`src/fsp_defs.svh`:
```
// Constants for the formatted serial print port.
// Assumes inclusion by bare name from the design file.
`ifndef FSP_DEFS_SVH
`define FSP_DEFS_SVH
// ****************************************
// Clock and timing
// ****************************************
`define FSP_CLK_HZ      25000000
`define FSP_TICK_S      1
`define FSP_BAUD_MIN    300
`define FSP_BAUD_DEF    3'h5
`define FSP_INTV_MAX    15'h7080
`define FSP_BURST_MAX   3'h4
// ****************************************
// Configuration encodings
// ****************************************
`define FSP_MODE_TALK   2'h0
`define FSP_MODE_DUPLEX 2'h1
`define FSP_MODE_LISTEN 2'h2
`define FSP_MODE_OFF    2'h3
`define FSP_PAR_NONE    2'h0
`define FSP_PAR_EVEN    2'h1
`define FSP_PAR_ODD     2'h2
`define FSP_FLOW_NONE   2'h0
`define FSP_FLOW_SW     2'h1
`define FSP_FLOW_HW     2'h2
`define FSP_MDM_REMOTE  2'h0
`define FSP_MDM_OFF     2'h1
`define FSP_MDM_PASS    2'h2
`define FSP_MDM_INIT    2'h3
// ****************************************
// Characters, string defaults and FIFO size
// ****************************************
`define FSP_CH_AT       8'h40
`define FSP_CH_E        8'h45
`define FSP_CH_W        8'h57
`define FSP_CH_ONE      8'h31
`define FSP_CH_END      8'hFF
`define FSP_CH_LF       8'h0A
`define FSP_CH_XON      8'h11
`define FSP_CH_XOFF     8'h13
`define FSP_CH_D0       8'h30
`define FSP_CH_D9       8'h39
`define FSP_PRE_LEN_DEF 3'h0
`define FSP_SUF_LEN_DEF 3'h1
`define FSP_SUF_DEF     32'h0000000A
`define FSP_STR_MAX     3'h4
`define FSP_WGT_LAST    3'h7
`define FSP_FIFO_W      8
`define FSP_FIFO_D      16
`endif

```
`src/fsp_pkg.sv`:
```
// Types shared by the formatted serial print port.
// Assumes nothing of its surroundings.
package fsp_pkg;
   // Print-string interpreter states.
   typedef enum logic [3:0] {
      SQ_IDLE, SQ_PRE, SQ_SCAN, SQ_CMD, SQ_WDIG, SQ_WGT, SQ_SKIP, SQ_SUF, SQ_WAIT
   } fsp_seq_t;
endpackage : fsp_pkg

```
`src/fsp_top.sv`:
```
// Formatted serial print port: interpreter, FIFO, UART transmitter and receiver.
// Assumes one 25 MHz clock, synchronous inputs and a synchronous high reset.
`include "fsp_defs.svh"

// ****************************************
// Byte FIFO between interpreter and transmitter
// ****************************************
module fsp_fifo #(
   parameter int W  = `FSP_FIFO_W,
   parameter int D  = `FSP_FIFO_D,
   parameter int AW = $clog2(D)
) (
   input  wire logic         i_clock,
   input  wire logic         i_sys_rst,
   input  wire logic [W-1:0] i_in_data,
   input  wire logic         i_in_valid,
   output logic              o_in_ready,
   output logic [W-1:0]      o_out_data,
   output logic              o_out_valid,
   input  wire logic         i_out_ready,
   output logic [AW:0]       o_count
);
   logic [W-1:0] mem [D];      // Storage words.
   logic [AW-1:0] wr_q, rd_q;  // Write and read pointers.
   logic [AW:0]   cnt_q;       // Words held.
   wire push = i_in_valid & o_in_ready;
   wire pop  = o_out_valid & i_out_ready;
   assign o_in_ready  = (cnt_q != (AW+1)'(D));  // Full only at D words; count is AW+1 bits.
   assign o_out_valid = (cnt_q != '0);
   assign o_out_data  = mem[rd_q];
   assign o_count     = cnt_q;
   // Pointers and fill count move on accepted pushes and pops.
   always_ff @(posedge i_clock) begin
      if (i_sys_rst) begin
         wr_q  <= '0;
         rd_q  <= '0;
         cnt_q <= '0;
      end else begin
         if (push) wr_q <= wr_q + 1'b1;
         if (pop) rd_q <= rd_q + 1'b1;
         cnt_q <= cnt_q + (AW+1)'(push) - (AW+1)'(pop);
      end
   end
   // Data written without reset.
   always_ff @(posedge i_clock) begin
      if (push) mem[wr_q] <= i_in_data;
   end
endmodule : fsp_fifo

// ****************************************
// Top level of the print port
// ****************************************
module fsp_top import fsp_pkg::*; #(
   parameter int CLK_HZ = `FSP_CLK_HZ
) (
   input  wire logic        i_clock,
   input  wire logic        i_sys_rst,
   input  wire logic        i_cfg_wr,
   input  wire logic        i_load_defaults,
   input  wire logic [2:0]  i_baud_sel,
   input  wire logic        i_two_stop,
   input  wire logic        i_seven_bits,
   input  wire logic [1:0]  i_parity,
   input  wire logic [2:0]  i_prefix_len,
   input  wire logic [31:0] i_prefix_chars,
   input  wire logic [2:0]  i_suffix_len,
   input  wire logic [31:0] i_suffix_chars,
   input  wire logic        i_str_wr,
   input  wire logic [7:0]  i_str_addr,
   input  wire logic [7:0]  i_str_char,
   input  wire logic [1:0]  i_port_mode,
   input  wire logic [1:0]  i_flow,
   input  wire logic [1:0]  i_modem_mode,
   input  wire logic        i_wait_en,
   input  wire logic [7:0]  i_wait_char,
   input  wire logic        i_print_key,
   input  wire logic        i_print_lock,
   input  wire logic        i_ctl_event,
   input  wire logic        i_cts_trigger,
   input  wire logic        i_settled_only,
   input  wire logic        i_in_motion,
   input  wire logic        i_interval_on,
   input  wire logic [14:0] i_interval_sec,
   input  wire logic [63:0] i_weight_chars,
   input  wire logic [7:0]  i_modem_byte,
   input  wire logic        i_modem_valid,
   input  wire logic        i_rxd,
   input  wire logic        i_cts,
   output logic             o_txd,
   output logic             o_rts,
   output logic [7:0]       o_rx_data,
   output logic             o_rx_valid,
   output logic             o_rx_error,
   output logic             o_modem_ready,
   output logic             o_modem_on,
   output logic             o_modem_init,
   output logic             o_busy
);
   // ****************************************
   // Helper functions
   // ****************************************
   // Bit period in clocks for a rate code; rates double from the base.
   function automatic logic [16:0] baud_div(input logic [2:0] sel);
      baud_div = 17'(CLK_HZ / (`FSP_BAUD_MIN << sel));
   endfunction : baud_div
   // Built-in print string: weight in display mode, then line end.
   function automatic logic [7:0] dflt_chr(input logic [7:0] a);
      case (a)
         8'h00, 8'h03: dflt_chr = `FSP_CH_AT;
         8'h01:        dflt_chr = `FSP_CH_W;
         8'h02:        dflt_chr = `FSP_CH_ONE;
         8'h04:        dflt_chr = `FSP_CH_E;
         default:      dflt_chr = `FSP_CH_END;
      endcase
   endfunction : dflt_chr
   // True for an ASCII decimal digit.
   function automatic logic is_dig(input logic [7:0] c);
      is_dig = (c >= `FSP_CH_D0) && (c <= `FSP_CH_D9);
   endfunction : is_dig

   // ****************************************
   // Configuration registers
   // ****************************************
   logic [2:0]  baud_q;              // Rate code.
   logic        two_q, b7_q;         // Stop count and data width.
   logic [1:0]  par_q;               // Parity kind.
   logic [2:0]  pre_len_q, suf_len_q; // String lengths.
   logic [31:0] pre_q, suf_q;       // String characters, first in low byte.
   logic        dflt_q;              // Use the built-in print string.
   logic [7:0]  mem [256];           // Stored print string.
   // Defaults on reset or load, else take new settings on a write.
   always_ff @(posedge i_clock) begin
      if (i_sys_rst | i_load_defaults) begin
         baud_q    <= `FSP_BAUD_DEF;
         two_q     <= 1'b0;
         b7_q      <= 1'b0;
         par_q     <= `FSP_PAR_NONE;
         pre_len_q <= `FSP_PRE_LEN_DEF;
         pre_q     <= '0;
         suf_len_q <= `FSP_SUF_LEN_DEF;
         suf_q     <= `FSP_SUF_DEF;
         dflt_q    <= 1'b1;
      end else begin
         if (i_cfg_wr) begin
            baud_q    <= i_baud_sel;
            two_q     <= i_two_stop;
            b7_q      <= i_seven_bits;
            par_q     <= i_parity;
            pre_len_q <= (i_prefix_len > `FSP_STR_MAX) ? `FSP_STR_MAX : i_prefix_len;
            pre_q     <= i_prefix_chars;
            suf_len_q <= (i_suffix_len > `FSP_STR_MAX) ? `FSP_STR_MAX : i_suffix_len;
            suf_q     <= i_suffix_chars;
         end
         if (i_str_wr) dflt_q <= 1'b0;
      end
   end
   // Print string storage.
   always_ff @(posedge i_clock) begin
      if (i_str_wr) mem[i_str_addr] <= i_str_char;
   end

   // ****************************************
   // Mode decode and flow gating
   // ****************************************
   wire tx_mode = (i_port_mode == `FSP_MODE_TALK) | (i_port_mode == `FSP_MODE_DUPLEX);
   wire rx_en   = (i_port_mode == `FSP_MODE_DUPLEX) | (i_port_mode == `FSP_MODE_LISTEN);
   wire pass    = (i_modem_mode == `FSP_MDM_PASS);
   wire [16:0] div = baud_div(baud_q);
   logic xoff_q;                     // Far end asked for a pause.
   wire flow_ok = (i_flow == `FSP_FLOW_SW) ? ~xoff_q :
                  (i_flow == `FSP_FLOW_HW) ? i_cts : 1'b1;
   wire wait_on = i_wait_en & (i_port_mode == `FSP_MODE_DUPLEX);

   // ****************************************
   // Triggers, interval and rate limit
   // ****************************************
   fsp_seq_t    st_q;                // Interpreter state.
   logic        cts_q;               // Last CTS level.
   logic        pend_q, rep_q;       // Pending start, repeating.
   logic [24:0] tick_q;              // Clocks into the current second.
   logic [14:0] secs_q;              // Seconds since last start.
   logic [2:0]  burst_q;             // Starts in the current second.
   wire sec_tick = (tick_q == 25'(CLK_HZ - 1));
   wire [14:0] intv = (i_interval_sec > `FSP_INTV_MAX) ? `FSP_INTV_MAX : i_interval_sec;
   wire trig = (i_print_key & ~i_print_lock)
             | i_ctl_event
             | (i_cts_trigger & i_cts & ~cts_q);
   wire due = rep_q & (secs_q >= intv);
   wire start = pend_q & (st_q == SQ_IDLE) & tx_mode & ~pass
              & (~i_settled_only | ~i_in_motion)
              & (burst_q < `FSP_BURST_MAX);
   // Pending, repeat and one-second bookkeeping.
   always_ff @(posedge i_clock) begin
      if (i_sys_rst) begin
         cts_q   <= 1'b1;                  // Starts at mark so a high CTS is no edge.
         pend_q  <= 1'b0;
         rep_q   <= 1'b0;
         tick_q  <= '0;
         secs_q  <= '0;
         burst_q <= '0;
      end else begin
         cts_q  <= i_cts;
         pend_q <= trig | due | (pend_q & ~start);
         rep_q  <= i_interval_on & ~(i_cts_trigger & ~i_cts) & (rep_q | start);
         tick_q <= sec_tick ? '0 : tick_q + 1'b1;
         if (start) secs_q <= '0;
         else if (sec_tick && secs_q != '1) secs_q <= secs_q + 1'b1;
         if (sec_tick) burst_q <= 3'(start);
         else if (start) burst_q <= burst_q + 1'b1;
      end
   end

   // ****************************************
   // Print-string interpreter
   // ****************************************
   logic [7:0] ptr_q;                // String read position.
   logic [2:0] sub_q;                // Position within a sub-string.
   logic       hit_q;                // Wait character seen.
   logic [7:0] fin_data, fout_data;
   logic       fin_rdy, fout_vld, fout_rdy;
   logic [4:0] fcnt;
   wire [7:0] cur = dflt_q ? dflt_chr(ptr_q) : mem[ptr_q];
   wire [7:0] pre_b = pre_q[{sub_q[1:0], 3'h0} +: 8];
   wire [7:0] suf_b = suf_q[{sub_q[1:0], 3'h0} +: 8];
   wire [7:0] wgt_b = i_weight_chars[{~sub_q, 3'h0} +: 8];
   wire emit_req = ((st_q == SQ_PRE) & (sub_q != pre_len_q))
                 | ((st_q == SQ_SCAN) & (cur != `FSP_CH_END) & (cur != `FSP_CH_AT))
                 | ((st_q == SQ_CMD) & (cur == `FSP_CH_AT))
                 | (st_q == SQ_WGT)
                 | ((st_q == SQ_SUF) & (sub_q != suf_len_q));
   wire [7:0] emit_b = (st_q == SQ_PRE) ? pre_b : (st_q == SQ_SUF) ? suf_b :
                       (st_q == SQ_WGT) ? wgt_b : cur;
   wire drop = b7_q & emit_b[7];
   wire adv  = emit_req & (drop | fin_rdy);
   wire more = (cur != `FSP_CH_END);
   // Walks the string, expanding commands into output bytes.
   always_ff @(posedge i_clock) begin
      if (i_sys_rst || !tx_mode) begin
         st_q  <= SQ_IDLE;
         ptr_q <= '0;
         sub_q <= '0;
      end else begin
         case (st_q)
            SQ_IDLE: begin
               if (start) begin
                  ptr_q <= '0;
                  sub_q <= '0;
                  st_q  <= SQ_PRE;
               end
            end
            SQ_PRE: begin
               if (sub_q == pre_len_q) st_q <= SQ_SCAN;
               else if (adv) sub_q <= sub_q + 1'b1;
            end
            SQ_SCAN: begin
               if (!more) st_q <= SQ_IDLE;
               else if (cur == `FSP_CH_AT) begin
                  ptr_q <= ptr_q + 1'b1;
                  st_q  <= SQ_CMD;
               end else if (adv) ptr_q <= ptr_q + 1'b1;
            end
            SQ_CMD: begin
               sub_q <= '0;
               case (cur)
                  `FSP_CH_AT: begin
                     if (adv) begin
                        ptr_q <= ptr_q + 1'b1;
                        st_q  <= SQ_SCAN;
                     end
                  end
                  `FSP_CH_E: begin
                     ptr_q <= ptr_q + 1'b1;
                     st_q  <= SQ_SUF;
                  end
                  `FSP_CH_W: begin
                     ptr_q <= ptr_q + 1'b1;
                     st_q  <= SQ_WDIG;
                  end
                  `FSP_CH_END: st_q <= SQ_IDLE;
                  default: begin
                     ptr_q <= ptr_q + 1'b1;
                     st_q  <= SQ_SKIP;
                  end
               endcase
            end
            SQ_WDIG: begin
               if (is_dig(cur)) ptr_q <= ptr_q + 1'b1;
               st_q <= SQ_WGT;
            end
            SQ_WGT: begin
               if (adv) begin
                  sub_q <= sub_q + 1'b1;
                  if (sub_q == `FSP_WGT_LAST) st_q <= SQ_SCAN;
               end
            end
            SQ_SKIP: begin
               if (is_dig(cur)) ptr_q <= ptr_q + 1'b1;
               else st_q <= SQ_SCAN;
            end
            SQ_SUF: begin
               if (sub_q == suf_len_q) begin
                  sub_q <= '0;
                  if (wait_on) st_q <= SQ_WAIT;
                  else st_q <= more ? SQ_PRE : SQ_IDLE;
               end else if (adv) sub_q <= sub_q + 1'b1;
            end
            SQ_WAIT: begin
               if (hit_q) st_q <= more ? SQ_PRE : SQ_IDLE;
            end
            default: st_q <= SQ_IDLE;
         endcase
      end
   end

   // ****************************************
   // FIFO and transmitter
   // ****************************************
   assign fin_data = pass ? i_modem_byte : emit_b;
   wire fin_vld = pass ? (i_modem_valid & o_modem_ready) : (emit_req & ~drop);
   fsp_fifo #(.W(`FSP_FIFO_W), .D(`FSP_FIFO_D)) u_fifo (
      .i_clock     (i_clock),
      .i_sys_rst   (i_sys_rst),
      .i_in_data   (fin_data),
      .i_in_valid  (fin_vld),
      .o_in_ready  (fin_rdy),
      .o_out_data  (fout_data),
      .o_out_valid (fout_vld),
      .i_out_ready (fout_rdy),
      .o_count     (fcnt)
   );
   logic        tx_busy_q;           // Frame in flight.
   logic [11:0] tx_sh_q;             // Bits still to send, LSB next.
   logic [3:0]  tx_left_q;           // Bits left in frame.
   logic [16:0] tx_cnt_q;            // Clocks left in this bit.
   wire [7:0] fd = fout_data;
   wire p_bit = (b7_q ? ^fd[6:0] : ^fd) ^ (par_q == `FSP_PAR_ODD);
   wire has_p = (par_q != `FSP_PAR_NONE);
   wire [11:0] frame = b7_q ? {3'h7, has_p ? p_bit : 1'b1, fd[6:0], 1'b0}
                            : {2'h3, has_p ? p_bit : 1'b1, fd, 1'b0};
   wire [3:0] nbits = 4'(b7_q ? 8 : 9) + 4'(has_p) + 4'(two_q) + 4'h1;
   assign fout_rdy = ~tx_busy_q & fout_vld & tx_mode & flow_ok;
   // Shifts one frame out, LSB first, start bit low.
   always_ff @(posedge i_clock) begin
      if (i_sys_rst) begin
         tx_busy_q <= 1'b0;
         tx_sh_q   <= '1;
         tx_left_q <= '0;
         tx_cnt_q  <= '0;
         o_txd     <= 1'b1;
      end else if (fout_rdy) begin
         tx_busy_q <= 1'b1;
         tx_sh_q   <= frame;
         tx_left_q <= nbits;
         tx_cnt_q  <= div - 1'b1;
         o_txd     <= frame[0];
      end else if (tx_busy_q) begin
         if (tx_cnt_q != '0) tx_cnt_q <= tx_cnt_q - 1'b1;
         else if (tx_left_q == 4'h1) begin
            tx_busy_q <= 1'b0;
            o_txd     <= 1'b1;
         end else begin
            tx_sh_q   <= {1'b1, tx_sh_q[11:1]};
            tx_left_q <= tx_left_q - 1'b1;
            tx_cnt_q  <= div - 1'b1;
            o_txd     <= tx_sh_q[1];
         end
      end
   end

   // ****************************************
   // Receiver
   // ****************************************
   logic        rx_busy_q;           // Frame being sampled.
   logic [3:0]  rx_idx_q;            // 0 start, then data and parity, then stop.
   logic [16:0] rx_cnt_q;            // Clocks to next sample.
   logic [8:0]  rx_sh_q;             // Sampled bits.
   wire [3:0] rx_nd = 4'(b7_q ? 7 : 8) + 4'(has_p);
   wire [7:0] rx_b = b7_q ? {1'b0, rx_sh_q[6:0]} : rx_sh_q[7:0];
   wire rx_pb = b7_q ? rx_sh_q[7] : rx_sh_q[8];
   wire rx_pe = has_p & (rx_pb != ((b7_q ? ^rx_sh_q[6:0] : ^rx_sh_q[7:0])
                                   ^ (par_q == `FSP_PAR_ODD)));
   wire rx_smp = rx_busy_q & (rx_cnt_q == '0);
   wire rx_done = rx_smp & (rx_idx_q > rx_nd);
   wire rx_hit = rx_done & wait_on & (rx_b == i_wait_char);
   // Samples mid-bit after a start edge.
   always_ff @(posedge i_clock) begin
      if (i_sys_rst) begin
         rx_busy_q <= 1'b0;
         rx_idx_q  <= '0;
         rx_cnt_q  <= '0;
         rx_sh_q   <= '0;
      end else if (!rx_busy_q) begin
         rx_busy_q <= rx_en & ~i_rxd;
         rx_idx_q  <= '0;
         rx_cnt_q  <= {1'b0, div[16:1]};
      end else if (!rx_smp) rx_cnt_q <= rx_cnt_q - 1'b1;
      else begin
         rx_cnt_q <= div - 1'b1;
         rx_idx_q <= rx_idx_q + 1'b1;
         if (rx_idx_q == '0 && i_rxd) rx_busy_q <= 1'b0;
         else if (rx_idx_q != '0 && !rx_done) rx_sh_q[rx_idx_q - 1'b1] <= i_rxd;
         if (rx_done) rx_busy_q <= 1'b0;
      end
   end
   // Received byte, flow state and pacing flag; a new hit beats the clear.
   always_ff @(posedge i_clock) begin
      if (i_sys_rst) begin
         o_rx_data  <= '0;
         o_rx_valid <= 1'b0;
         o_rx_error <= 1'b0;
         xoff_q     <= 1'b0;
         hit_q      <= 1'b0;
      end else begin
         o_rx_valid <= rx_done;
         o_rx_error <= rx_done & (rx_pe | ~i_rxd);
         if (rx_done) o_rx_data <= rx_b;
         if (i_flow != `FSP_FLOW_SW) xoff_q <= 1'b0;
         else if (rx_done && rx_b == `FSP_CH_XOFF) xoff_q <= 1'b1;
         else if (rx_done && rx_b == `FSP_CH_XON) xoff_q <= 1'b0;
         hit_q <= rx_hit | (hit_q & ~(st_q == SQ_WAIT));
      end
   end

   // ****************************************
   // Status and modem outputs
   // ****************************************
   logic [1:0] mdm_q;                // Previous modem setting.
   // Registered status, handshake and modem controls.
   always_ff @(posedge i_clock) begin
      if (i_sys_rst) begin
         o_rts         <= 1'b1;
         o_modem_ready <= 1'b0;
         o_modem_on    <= 1'b1;
         o_modem_init  <= 1'b0;
         o_busy        <= 1'b0;
         mdm_q         <= `FSP_MDM_REMOTE;
      end else begin
         o_rts         <= (i_flow != `FSP_FLOW_HW) | rx_en;
         o_modem_ready <= pass & tx_mode & (fcnt < 5'(`FSP_FIFO_D - 2));
         o_modem_on    <= (i_modem_mode != `FSP_MDM_OFF);
         o_modem_init  <= (i_modem_mode == `FSP_MDM_INIT) & (mdm_q != `FSP_MDM_INIT);
         o_busy        <= (st_q != SQ_IDLE) | pend_q | (fcnt != '0) | tx_busy_q;
         mdm_q         <= i_modem_mode;
      end
   end
endmodule : fsp_top

```
`config.mk`:
```
export PLATFORM = sky130hd
export DESIGN_NAME = fsp_top
export DESIGN_NICKNAME = d
export VERILOG_FILES = /design/src/fsp_pkg.sv /design/src/fsp_top.sv
export VERILOG_INCLUDE_DIRS = /design/src
export SDC_FILE = /design/constraint.sdc
export NUM_CORES = 2
export LEC_CHECK = 0
export ABC_AREA = 1
export BUFFER_PORTS_ARGS = -buffer_cell sky130_fd_sc_hd__buf_4
export CAP_MARGIN = 20
export CORE_ASPECT_RATIO = 0.9
export CORE_MARGIN = 4
export CORE_UTILIZATION = 39
export CTS_CLUSTER_DIAMETER = 100
export DETAILED_ROUTE_END_ITERATION = 10
export SLEW_MARGIN = 20
export SYNTH_ARGS = -nofsm -noshare
export SYNTH_HDL_FRONTEND = slang
export SYNTH_SLANG_ARGS = --single-unit
```
`constraint.sdc`:
```
create_clock -name i_clock -period 65.8 [get_ports i_clock]
set_input_delay 0 -clock i_clock [delete_from_list [all_inputs] [get_ports i_clock]]
set_output_delay 0 -clock i_clock [all_outputs]
set_load 0.1 [all_outputs]
```
==> run metrics <==
gpl congestion=~0.94; post-synthesis sequential area ratio=between 50% and 60%; critical path launch point type=flip-flop; Area Overhead vs Synth=12.73%; Mapped Area=between 100000 and 150000 µm²; adder-cell area share of the yosys netlist=3.532%; DR vias/cell=approximately 5.6; Post-synth top cells=nor2_1, edfxtp_1, o21ai_0; worst r2r src=baud_q[0]; Final Hold Viols=0; most frequent cell after synthesis=nor2_1; Hold Path End=rx_sh_q[6]; fmax=roughly 18 MHz; Final nets=about 14000; Worst-Margin Slew=~1.1 ns; worst clock skew=0.1177 ns; leading area contributor after synthesis=edfxtp_1; largest incremental delay on the critical path=0.74 ns; vias in the first global route=between 90000 and 100k; kind of critical path=flip-flop to flip-flop; Final min period=roughly 57 ns; CTS Sinks=between 2000 and 2500; Post-synth ARST share=0%; hold_sp=i_rxd; Tot GR Track Use=between 20% and 30%; number of antenna violations at the first check in global routing=7; clock transition at the registers of the reported paths=around 0.07 ns; total of warnings raised by yosys=0; setup TNS=0 ns; Die Wd=598.3 µm; CP Data Arrival Time=between 50 and 60 ns; fill count=29610; Req. time, crit path=roughly 67 ns; Initial Utilization=approximately two fifths; total core area=approximately 310000 µm²; worst hold path type=primary input to flip-flop; status=completed; wire per inst=roughly 22 µm; Std-Cell Rows=roughly 190; Worst R2R End=rx_cnt_q[6]; top cells by area, synth=edfxtp_1, o21ai_0, nor2_1; Synth Area in Compound Gates=between 15 and 20%; Seq cells post-synth=roughly 2400; top_reg_cell synth=edfxtp_1; root buf cell=clkbuf_16; most frequent CP cell=nand2_1; Antenna Violating Nets Remaining=0; DR vias=about 97000; Buffers on Ports=between 200 and 250; hpwl dp=about 240000 µm; Max Cap Viol=0; Mapped Cells=approximately 13000; number of post-CTS setup repair buffers=0; largest net degree at the start of global routing=roughly 180; Post-Synth Simple-Gate Area=17.11%; max_slew headroom=roughly a quarter; H-tree Lvls=4; GRT Residual Overflow=0; Final Routed Wirelength=approximately 390000 µm; Mapped Nets=13300; Reg2Reg Setup Slack=between 9 and 10 ns; share of the synthesized area in the top cell type=53.43%; reg2reg path depth=313; number of flops mapped to enable cells by yosys=2176; clock latency on the worst-skew pair=between 0.9 and 1 ns; Die ar.=~320000 µm²; Setup crit end kind=flip-flop; TritonRoute pass-1 iters=7; Syn Area/Cell=9.596 µm²; max-slew violations=0; layout cells sized above 1=roughly 8%; hold depth=4; # DRC=0; CTS Buf Count=around 230; Final Setup Violations=0; Longest Clk Path Bufs=4; CTS tree=built; crit-path max FO=34; RSZ-0062 raised after global routing=no; fin crit share=between 80% and 90%; I/O Pins=226; mux share of post-synthesis cell area=less than 1%; Max stage delay cell, worst path=nor3_1; chip height=about 540 µm; first-pass GRT wire length=about 580000 µm; largest family of logic cells by synthesized area=simple AND/OR/NAND/NOR gates; xor and xnor area share after synthesis=approximately 1.8%; Unique masters post-synth=between 80 and 90; initial DRC count=between 10000 and 15000
-- sequential cells by signal (all words and copies together) (netlist names), 4 cells and up, named ones only --
name,count
tx_sh_q,9
pre_q,32
rx_cnt_q,17
u_fifo.rd_q,4
rx_sh_q,9
u_fifo.o_count,5
rx_idx_q,4
tick_q,25
st_q,4
u_fifo.wr_q,4
suf_q,32
u_fifo.mem,128
ptr_q,8
o_rx_data,8
mem,2048
tx_left_q,4
secs_q,15
tx_cnt_q,17
-- worst max-delay path, delay by kind of cell (launching register included) --
family / cells / cell delay, ns
and+or+nand+nor: 163 / 24.69
muxes: 1 / 0.24
buffers and inverters: 44 / 7.03
xor gates and xnor gates: 3 / 0.36
adders and majority gates: 28 / 9.64
AOI/OAI and AO/OA: 74 / 13.90
DFF: 1 / 0.54
-- metal layers --
| layer | up-vias | routed length, µm | track usage (%) | part of all wire, % |
|---|---|---|---|---|
| met5 | - | 9 | 0 | 0.0023 |
| li1 | 45710 | - | - | - |
| met4 | 2 | 12440 | 6.886 | 3.2 |
| met3 | 621 | 31490 | 3.507 | 8.1 |
| met1 | 47050 | 169800 | 33.19 | 44 |
| met2 | 3984 | 174500 | 35.95 | 45 |
-- metrics by stage --
step / utilization (%) / std cells / instance area (µm²) / setup WS (ns) / hold WS (ns)
detailed placement: 41.04 / 16590 / 127700 / 9.821 / 0.2244
finish: 44.31 / 17310 / 137900 / 9.082 / 0.09059
global route: 44.30 / 17310 / 137900 / 2.888 / 0.07735
floorplan: - / 12750 / 122300 / 19.44 / 0.09887
global placement: 41.03 / 16590 / 127700 / 11.05 / 0.2257
CTS: 44.30 / 17310 / 137900 / 9.671 / 0.005626
-- cells in the final DEF, fill, tap and decap left out, drive strengths merged, types with 7 or more instances in the layout --
master       synthesis  routed
clkinv              13     108
nor3b                7       7
xor2               154     154
dlygate4sd3          2     301
o32ai               45      45
xnor2               96      96
a211oi              26      26
a21oi              464     464
bufinv               0      17
clkinvlp             0      13
a31oi               24      24
nand3b              25      25
o21a                12      12
o22ai              648     648
nand2             1663    1663
o31ai               17      17
or2                 34      34
nor2              2351    2351
nor3               144     144
a21boi               7       7
ha                 342     342
dfxtp              246     246
nand3              521     521
inv                826     833
nand4              120     120
clkbuf             568     279
a21o                12      12
o21ai             1860    1860
o221ai              54      54
o2111ai             10      10
o211ai              66      66
nor4                41      41
and2                15      15
buf                 89     391
o21bai              25      25
edfxtp            2176    2176
-- how the worst max path moves through the flow --
stage / from / end / slack (ns) / depth (start not counted)
6_report: baud_q[0] / rx_cnt_q[6] / 9.08 / 313
5_1_grt: baud_q[0] / rx_cnt_q[9] / 2.89 / 311
4_1_cts: baud_q[0] / rx_cnt_q[6] / 9.67 / 313
3_5_place_dp: baud_q[0] / rx_cnt_q[6] / 9.82 / 313
3_3_place_gp: baud_q[0] / rx_cnt_q[6] / 11.05 / 309
2_1_floorplan: baud_q[0] / rx_cnt_q[6] / 19.44 / 334
-- layout make-up --
| type | instances | area (µm²) | area share [%] |
|---|---|---|---|
| clock buffer | 279 | 6028 | 4.372 |
| clock inverter | 132 | 1120 | 0.8122 |
| timing repair buffer | 692 | 6116 | 4.436 |
| sequential | 2422 | 70290 | 50.98 |
| antenna | 5 | 12.51 | 0.009075 |
| tap | 4116 | 5150 | 3.735 |
| inverter | 839 | 3196 | 2.318 |
| multi-input combinational | 8825 | 45970 | 33.34 |
-- cells by family after synthesis --
kind of cell | after synthesis
muxes | 2
and+or+nand+nor | 4926
DFF | 2422
AOI/OAI and AO/OA | 3302
xor gates and xnor gates | 250
adders and majority gates | 344
other | 1
buffers and inverters | 1498
-- what timing repair did --
action	CTS	global route
setup endpoints to repair	0	0
hold buffers	301	0
hold endpoints to repair	1270	0
resized for setup	0	0
Power is not shown: default switching activity piles up to over one toggle a cycle in this logic, so the estimate is an artifact.
